File: config.mk
export PLATFORM = sky130hd
export DESIGN_NAME = smd_shift_move_datapath
export DESIGN_NICKNAME = d
export VERILOG_FILES = /design/src/pkg/smd_pkg.sv /design/src/smd_shift_move_datapath.sv
export SDC_FILE = /design/constraint.sdc
export NUM_CORES = 1
export LEC_CHECK = 0
export ABC_AREA = 1
export BUFFER_PORTS_ARGS = -buffer_cell sky130_fd_sc_hd__buf_2
export CORE_MARGIN = 1.5
export CORE_UTILIZATION = 29
export CTS_CLUSTER_DIAMETER = 60
export CTS_CLUSTER_SIZE = 14
export DETAILED_ROUTE_END_ITERATION = 8
export GPL_ROUTABILITY_DRIVEN = 0
export PLACE_DENSITY = 0.57
export SLEW_MARGIN = 0
export SYNTH_ARGS = -nofsm -noshare
export SYNTH_HDL_FRONTEND = slang
export SYNTH_SLANG_ARGS = --single-unit
File: constraint.sdc
create_clock -name clock -period 1.5 [get_ports clock]
set_clock_uncertainty 0.1 [all_clocks]
set_input_delay 0.075 -clock clock [delete_from_list [all_inputs] [get_ports clock]]
set_output_delay 0.075 -clock clock [all_outputs]
set_load 0.01 [all_outputs]
File: src/pkg/smd_pkg.sv
// Purpose: constants and types for the shift/move execution datapath
// Assumes: 8-bit data, 7-bit in-bank file address
// Notes: operation codes are local to this block's decoder handshake
package smd_pkg;
    localparam int DATA_W = 8;
    localparam int ADDR_W = 7;
    localparam int DATA_MSB = 7;
    localparam int PTR_MSB = 15;
    localparam int PTR_W = 16;
    localparam logic [1:0] OP_LSL = 2'h0;
    localparam logic [1:0] OP_LSR = 2'h1;
    localparam logic [1:0] OP_MOV = 2'h2;
    localparam logic [1:0] OP_OTHER = 2'h3;
    localparam logic DEST_W = 1'h0;
    localparam logic DEST_F = 1'h1;
    localparam logic [7:0] WREG_RESET = 8'h00;
    localparam logic [2:0] BASE_CYCLES = 3'h1;

    typedef enum logic [3:0] {
        SMD_IDLE = 4'h1,
        SMD_EXEC = 4'h2,
        SMD_EXTRA = 4'h4,
        SMD_NOP = 4'h8
    } smd_state_t;
endpackage

File: src/smd_shift_move_datapath.sv
// Purpose: execute logical shifts and file moves, count instruction cycles
// Assumes: decoder pulses issue for one clock and holds operands until done; one instruction cycle = one clock
// Notes: cycle stretching also serves other instructions via redirect flag
// Function
// [RQ1] a PC change or a true test makes an instruction take two cycles.
// [RQ2] that second cycle performs no operation.
// [RQ3] addressing the indirect register with pointer MSb set adds one cycle.
// [RQ4] left shift: bit 7 to carry, bits 6:0 up one, bit 0 cleared, C Z set.
// [RQ5] right shift: bit 0 to carry, bits 7:1 down, bit 7 cleared, C Z set.
// [RQ6] dest select 0 writes the working register, 1 the file register.
// [RQ7] move copies the file register to the destination, sets Z, one cycle.
// [RQ8] the file operand is a 7-bit in-bank address from 0 to 127.
`timescale 1ns/10ps
module smd_shift_move_datapath
    import smd_pkg::*;
#(
    parameter logic [ADDR_W-1:0] INDIRECT_ADDR = 7'h00
)
(
    input wire logic clock,
    input wire logic reset_n,
    input wire logic issue,
    input wire logic [1:0] opCode,
    input wire logic destSel,
    input wire logic [ADDR_W-1:0] fileAddr,
    input wire logic [DATA_W-1:0] fileData,
    input wire logic [PTR_W-1:0] indirectPointer,
    input wire logic pcRedirect,
    output logic busy,
    output logic done,
    output logic [ADDR_W-1:0] fileWrAddr,
    output logic [DATA_W-1:0] fileWrData,
    output logic fileWrEn,
    output logic [DATA_W-1:0] workReg,
    output logic carryFlag,
    output logic zeroFlag,
    output logic [2:0] cycleCount
);
    // ==========================================================
    // result computation
    // ==========================================================
    logic [DATA_W-1:0] result;
    logic carryOut;
    logic touchCarry;
    logic indirectHit;

    always_comb
    begin
        result = fileData;
        carryOut = carryFlag;
        touchCarry = 1'b0;
        case (opCode)
            OP_LSL:
            begin
                result = {fileData[DATA_MSB-1:0], 1'b0}; // RQ4
                carryOut = fileData[DATA_MSB]; // RQ4
                touchCarry = 1'b1;
            end
            OP_LSR:
            begin
                result = {1'b0, fileData[DATA_MSB:1]}; // RQ5
                carryOut = fileData[0]; // RQ5
                touchCarry = 1'b1;
            end
            default:
            begin
                result = fileData; // RQ7
            end
        endcase
    end

    // file operand is the in-bank 7-bit address
    assign indirectHit = (fileAddr == INDIRECT_ADDR)
        && indirectPointer[PTR_MSB]; // RQ3 RQ8

    // ==========================================================
    // sequencer
    // ==========================================================
    smd_state_t state_q, state_d;
    logic needExtra_q, needExtra_d;
    logic needNop_q, needNop_d;
    logic [2:0] count_q, count_d;
    logic [DATA_W-1:0] work_q, work_d;
    logic carry_q, carry_d, zero_q, zero_d;
    logic [ADDR_W-1:0] wrAddr_q, wrAddr_d;
    logic [DATA_W-1:0] wrData_q, wrData_d;
    logic wrEn_q, wrEn_d;
    logic done_q, done_d;
    logic execNow;

    always_comb
    begin
        state_d = state_q;
        needExtra_d = needExtra_q;
        needNop_d = needNop_q;
        count_d = count_q;
        work_d = work_q;
        carry_d = carry_q;
        zero_d = zero_q;
        wrAddr_d = wrAddr_q;
        wrData_d = wrData_q;
        wrEn_d = 1'b0;
        done_d = 1'b0;
        execNow = 1'b0;
        case (state_q)
            SMD_IDLE:
            begin
                if (issue)
                begin
                    needExtra_d = indirectHit;
                    needNop_d = pcRedirect;
                    count_d = BASE_CYCLES;
                    state_d = indirectHit ? SMD_EXTRA : SMD_EXEC; // RQ3
                end
            end
            SMD_EXTRA:
            begin
                count_d = count_q + 3'h1; // RQ3
                state_d = SMD_EXEC;
            end
            SMD_EXEC:
            begin
                execNow = 1'b1;
                if (opCode != OP_OTHER)
                begin
                    if (destSel == DEST_W)
                        work_d = result; // RQ6
                    else
                    begin
                        wrEn_d = 1'b1; // RQ6
                        wrAddr_d = fileAddr;
                        wrData_d = result;
                    end
                    zero_d = (result == 8'h00); // RQ7
                    if (touchCarry)
                        carry_d = carryOut;
                end
                if (needNop_q)
                begin
                    count_d = count_q + 3'h1; // RQ1
                    state_d = SMD_NOP;
                end
                else
                begin
                    done_d = 1'b1;
                    state_d = SMD_IDLE;
                end
            end
            SMD_NOP:
            begin
                done_d = 1'b1; // RQ2
                state_d = SMD_IDLE;
            end
            default:
            begin
                state_d = SMD_IDLE;
            end
        endcase
    end

    always_ff @(posedge clock or negedge reset_n)
    begin
        if (!reset_n)
        begin
            state_q <= SMD_IDLE;
            needExtra_q <= 1'b0;
            needNop_q <= 1'b0;
            count_q <= 3'h0;
            work_q <= WREG_RESET;
            carry_q <= 1'b0;
            zero_q <= 1'b0;
            wrAddr_q <= 7'h00;
            wrData_q <= 8'h00;
            wrEn_q <= 1'b0;
            done_q <= 1'b0;
        end
        else
        begin
            state_q <= state_d;
            needExtra_q <= needExtra_d;
            needNop_q <= needNop_d;
            count_q <= count_d;
            work_q <= work_d;
            carry_q <= carry_d;
            zero_q <= zero_d;
            wrAddr_q <= wrAddr_d;
            wrData_q <= wrData_d;
            wrEn_q <= wrEn_d;
            done_q <= done_d;
        end
    end

    assign busy = (state_q != SMD_IDLE);
    assign done = done_q;
    assign fileWrAddr = wrAddr_q;
    assign fileWrData = wrData_q;
    assign fileWrEn = wrEn_q;
    assign workReg = work_q;
    assign carryFlag = carry_q;
    assign zeroFlag = zero_q;
    assign cycleCount = count_q;
endmodule // smd_shift_move_datapath

After elaboration in Yosys (flattened, before gate mapping)
Index checks and enable logic that the tools add are counted.
{"block": "word_totals", "ff_bits": 35, "inputBits": 38, "out_inout_bits": 31, "elab_cells": 49}
{"block": "op_classes", "n_addsub": 1, "eq_ne": 9, "muxes": 15, "bitwise_logic": 1, "n_reduce_logical": 13}
{"cell": "case mux 8 bit (2 select lines)", "count": 1}
{"cell": "case mux 4 bit (3 select lines)", "count": 1}
{"cell": "two-way mux 3 bit", "count": 3}
{"cell": "case mux 3 bit (3 select lines)", "count": 1}
{"cell": "AND reduction 3 bit", "count": 3}
{"cell": "logical NOT 8 bit", "count": 1}
{"cell": "two-way mux 4 bit", "count": 2}
{"cell": "logical NOT 7 bit", "count": 1}
{"cell": "!= test 2 bit, second input constant", "count": 3}
{"cell": "two-way mux 1 bit", "count": 5}
{"cell": "== test 4 x 1 -> 1 bit, second input constant", "count": 1}
{"cell": "== test 4 x 2 -> 1 bit, second input constant", "count": 1}
{"cell": "== test 4 x 3 -> 1 bit, second input constant", "count": 1}
{"cell": "== test 4 bit, second input constant", "count": 1}
{"cell": "!= test 4 x 1 -> 1 bit, second input constant", "count": 1}
{"cell": "case mux 1 bit (2 select lines)", "count": 2}
{"cell": "AND reduction 2 bit", "count": 2}
{"cell": "AND reduction 4 bit", "count": 1}
{"cell": "adder 3 x 1 -> 3 bit, second input constant", "count": 1}
{"cell": "nonzero test 3 bit", "count": 1}
{"cell": "== test 2 x 1 -> 1 bit, second input constant", "count": 1}
{"cell": "logical NOT 2 bit", "count": 1}
{"cell": "nonzero test 2 bit", "count": 1}
{"cell": "OR reduction 2 bit", "count": 1}
{"cell": "2 further kinds", "count": 2}

Longest topological paths before layout
{"block": "logic_depth", "word_depth": 5, "ltp_mapped": 9, "ltp_nobuf": 8}

Worst setup path after synthesis
No wires, ideal clock.
{"block": "synth_timing", "kind": "reg-to-reg", "start": "reg state_q[3]", "end": "reg count_q[2] (netlist: cycleCount[2])", "setup_time_ns": 0.121, "arrival_ns": 1.099, "t_required_ns": 1.279, "slack_ns": 0.181, "path_stages_with_launch": 7, "n_path_buf": 0, "period_less_slack_ns": 1.319, "path_cell_list": "dfrtp_1 > nor2_4 > nand3_1 > nand3_1 > nand2_2 > nand2_1 > o21ai_1"}
{"block": "synth_via", "elab_chain_len": 3, "word_cells_on_any_way": 8, "classes_between": "eq/ne: 5; mux: 1; reduce/logical: 2"}
{"item": "start: declaration", "line_no": "smd_shift_move_datapath.sv:79", "text": "smd_state_t state_q, state_d;"}
{"item": "start signal: assignment", "line_no": "smd_shift_move_datapath.sv:179", "text": "state_q <= state_d;"}
{"item": "== test 4 x 2 -> 1 bit, or another cell as far along", "line_no": "smd_shift_move_datapath.sv:105", "text": "case (state_q)"}
{"item": "!= test 2 bit (no line) or nonzero test 3 bit (tied branches)"}
{"item": "AND reduction 3 bit (no line)"}
{"item": "end signal: assignment", "line_no": "smd_shift_move_datapath.sv:182", "text": "count_q <= count_d;"}
{"item": "end: declaration", "line_no": "smd_shift_move_datapath.sv:82", "text": "logic [2:0] count_q, count_d;"}
Several ways; a longest one is shown, not always the timed one.
A chain may end at the register's enable or synchronous reset.

Worst setup path in the final report
{"block": "layout_timing", "start": "reg state_q[2]", "end": "out busy"}
{"block": "layout_via", "elab_chain_len": 1}
{"item": "!= test 4 x 1 -> 1 bit", "line_no": "smd_shift_move_datapath.sv:193", "text": "assign busy = (state_q != SMD_IDLE);"}
{"item": "end: declaration", "line_no": "smd_shift_move_datapath.sv:29", "text": "output logic busy,"}
Every way passes these cells.

==> flow_metrics.env <==
export IMPL_status="completed"
export IMPL_slew_viol_final=0
export IMPL_crit_path_start="state_q[2]$_DFFE_PN0P_"
export IMPL_reg2reg_depth=5
export IMPL_clockBufferDepth=2
export IMPL_critPathMaxFanout=6
export IMPL_mostFrequentLayoutCells="nand2_1, buf_2, dfrtp_1"
export IMPL_cts_root_buffer="clkbuf_8"
export IMPL_start_kind="flip-flop"
export IMPL_grt_pass1_wl_mm=6.58
export IMPL_first_pass_iters=4
export IMPL_powerDensity_nw_per_um2=1710
export IMPL_path_clk_slew_ns=0.07
export IMPL_cpPeakStageDelay_ns=0.43
export IMPL_final_cells=344
export IMPL_dp_hpwl_mm=2.97
export IMPL_io_buffers=53
export IMPL_numCtsBuffers=5
export IMPL_yosysTopAreaCell="dfrtp_1"
export IMPL_ys_top_cells_by_area="dfrtp_1, nand2_1, nor2_1, nand3_1, inv_1"
export IMPL_finalNetCount=310
export IMPL_syn_to_final_growth_pct=34.5
export IMPL_timing_rr_start="state_q[0]$_DFFE_PN1P_"
export IMPL_hold_path_class="in2reg"
export IMPL_synthCells=200
export IMPL_drt_iter0_drc=69
export IMPL_drc=0
export IMPL_postCtsSetupRepairBufs=0
export IMPL_slew_headroom=0.688
export IMPL_critPathRequiredTime_ns=1.32
export IMPL_vias_per_cell=4.38
export IMPL_synth_seq_cells=35
export IMPL_hold_start="indirectPointer[15]"
export IMPL_critPathSlowestCell="dfrtp_1"
export IMPL_chipHeight_um=79.1
export IMPL_arrival_ns=1.23
export IMPL_core_um2=5540
export IMPL_place_area_um2=2050
export IMPL_num_io_pins=69
export IMPL_rsz0062_at_grt="yes"
export IMPL_ir_worst_vdd_mv=0.649
export IMPL_drive_above_1_share=0.301
export IMPL_rr_endpoint="fileWrAddr[6]$_DFFE_PN0P_"
export IMPL_die_width_um=79.1
export IMPL_drt_wl_total_mm=3.97
export IMPL_cap_violations=0
export IMPL_hold_viol=0
export IMPL_worstSetupPathType="reg2out"
export IMPL_hold_path_end="state_q[2]$_DFFE_PN0P_"
export IMPL_fin_area_um2=2260
export IMPL_dieArea_um2=6260
export IMPL_final_common_cell="nand2_1"
export IMPL_clock_sinks=35
export IMPL_rows=27
export IMPL_placed_cells=326
export IMPL_cts_tree="built"
export IMPL_grt_pass1_vias=1407
export IMPL_p_leak_nw=1.21
export IMPL_finalSetupViolCount=0
export IMPL_clk_latency_ns=0.28
export IMPL_crit_family="flip-flops"
export IMPL_synth_fp_nets=239
export IMPL_finalCritPeriodShare=0.938
export IMPL_grt_total_usage=0.136
export IMPL_crit_chain="nor2_4 -> nand3_2 -> buf_2"
export IMPL_max_freq_mhz=711
export IMPL_worst_path_buf_inv=1
export IMPL_hold_depth=3
export IMPL_synth_cell_type_count=30
export IMPL_avgSynthCellArea_um2=8.40
export IMPL_grt_max_degree=20
export IMPL_yosysSeqAreaShare=0.522
export IMPL_netlist_area_um2=1680
export IMPL_htreeDepth=2
export IMPL_start_util=0.303
export IMPL_worst_slew_pin_slew_ns=0.468
export IMPL_end_kind="primary output"
export IMPL_yosysTopAreaCellShare=0.507
export IMPL_wl_per_cell_um=11.5
export IMPL_antenna_cells=0
export IMPL_grt_overflow_total=0
export IMPL_yosysWarnings=0
export IMPL_vias=1506
export IMPL_antenna_found_initial=0
export IMPL_fin_crit_ns=1.41
export IMPL_ant_nets=0
export IMPL_r2r_setup_slack_ns=0.13
[area by class of cell]
| cell class | instances | area (um^2) |
|---|---|---|
| sequential | 35 | 877 |
| inverter | 15 | 56.3 |
| clock buffer | 7 | 76.3 |
| multi-input combinational | 145 | 706 |
| clock inverter | 1 | 30.0 |
| fill | 590 | 3280 |
| timing repair buffer | 69 | 423 |
| tap | 72 | 90.1 |
[through the flow]
step	total power, mW	setup TNS [ns]	hold slack (ns)	setup WS (ns)	util
6_report	3.87	0	0.0219	0.0935	0.408
5_1_grt	4.18	-0.00785	0.0536	-0.00720	0.408
4_1_cts	3.91	0	0.0138	0.0159	0.407
3_5_place_dp	3.05	0	-0.0333	0.133	0.369
3_3_place_gp	3.02	0	-0.0376	0.149	0.369
2_1_floorplan	2.46	0	-0.321	0.181	-
[layer usage]
| metal | part of all wire | global-route usage | up-vias |
|---|---|---|---|
| li1 | - | - | 780 |
| met1 | 0.48 | 0.180 | 687 |
| met2 | 0.46 | 0.216 | 35 |
| met3 | 0.046 | 0.0299 | 4 |
| met4 | 0.013 | 0.0509 | 0 |
| met5 | 0 | 0 | - |
[flip-flops by register name, summed over array words and instances (netlist names)]
register	flops
fileWrData	8
workReg	8
carryFlag	1
state_q	4
done	1
fileWrAddr	7
needNop_q	1
cycleCount	3
fileWrEn	1
zeroFlag	1
[worst register-to-register path, cell delays in order (launching register included)]
cell and delay (ns):
dfstp_2 0.61, nor2_4 0.08, nand4_2 0.09, clkinv_1 0.22, nand2_1 0.12, nand2_1 0.05
[worst max path at each step]
stage	end	slack, ns	cells past startpoint
CTS	busy	0.02	3
global placement	fileWrAddr[4]$_DFFE_PN0P_	0.15	5
global route	busy	-0.007	3
finish	busy	0.09	3
floorplan	cycleCount[2]$_DFFE_PN0P_	0.18	6
detailed placement	cycleCount[2]$_DFFE_PN0P_	0.13	6
[power by group]
part / internal [mW] / switching [mW] / total (mW)
logic: 0.617 / 0.840 / 1.46
registers: 1.35 / 0.239 / 1.59
clock network: 0.497 / 0.325 / 0.822
total: 2.46 / 1.40 / 3.87
[synthesized netlist by cell type]
| cell type | instances |
|---|---|
| nor2_2 | 3 |
| buf_4 | 2 |
| o21ai_1 | 7 |
| o21ai_0 | 5 |
| buf_2 | 2 |
| buf_12 | 1 |
| nand4_1 | 2 |
| nand2_1 | 65 |
| a21boi_1 | 1 |
| nor3_1 | 2 |
| nand4_2 | 1 |
| nand3_1 | 11 |
| dfstp_2 | 1 |
| a21oi_2 | 2 |
| dfrtp_1 | 34 |
| nor2_8 | 1 |
| inv_2 | 3 |
| nor2_1 | 28 |
| o41ai_1 | 1 |
| inv_1 | 11 |
| a21oi_1 | 7 |
| nand3_4 | 1 |
| nand2_2 | 1 |
| clkinv_1 | 1 |
| a21boi_0 | 1 |
| xor2_1 | 1 |
| ha_1 | 1 |
| nand2_4 | 1 |
| nor2_4 | 2 |
| o21a_1 | 1 |
[repair_timing]
action                                 in CTS  in global routing
hold buffers                               10                  0
endpoints found under the hold margin      27                  0
setup endpoints to repair                   0                  2
resized for setup                           0                  1
[logic make-up after synthesis]
group                    synth area share
buffers and inverters              0.0604
XOR/XNOR                          0.00522
AO/OA/AOI/OAI                      0.0857
AND/OR/NAND/NOR                     0.319
adder cells (fa/ha/maj)           0.00745
flip-flops                          0.522
Power figures use the tool's default switching activity.
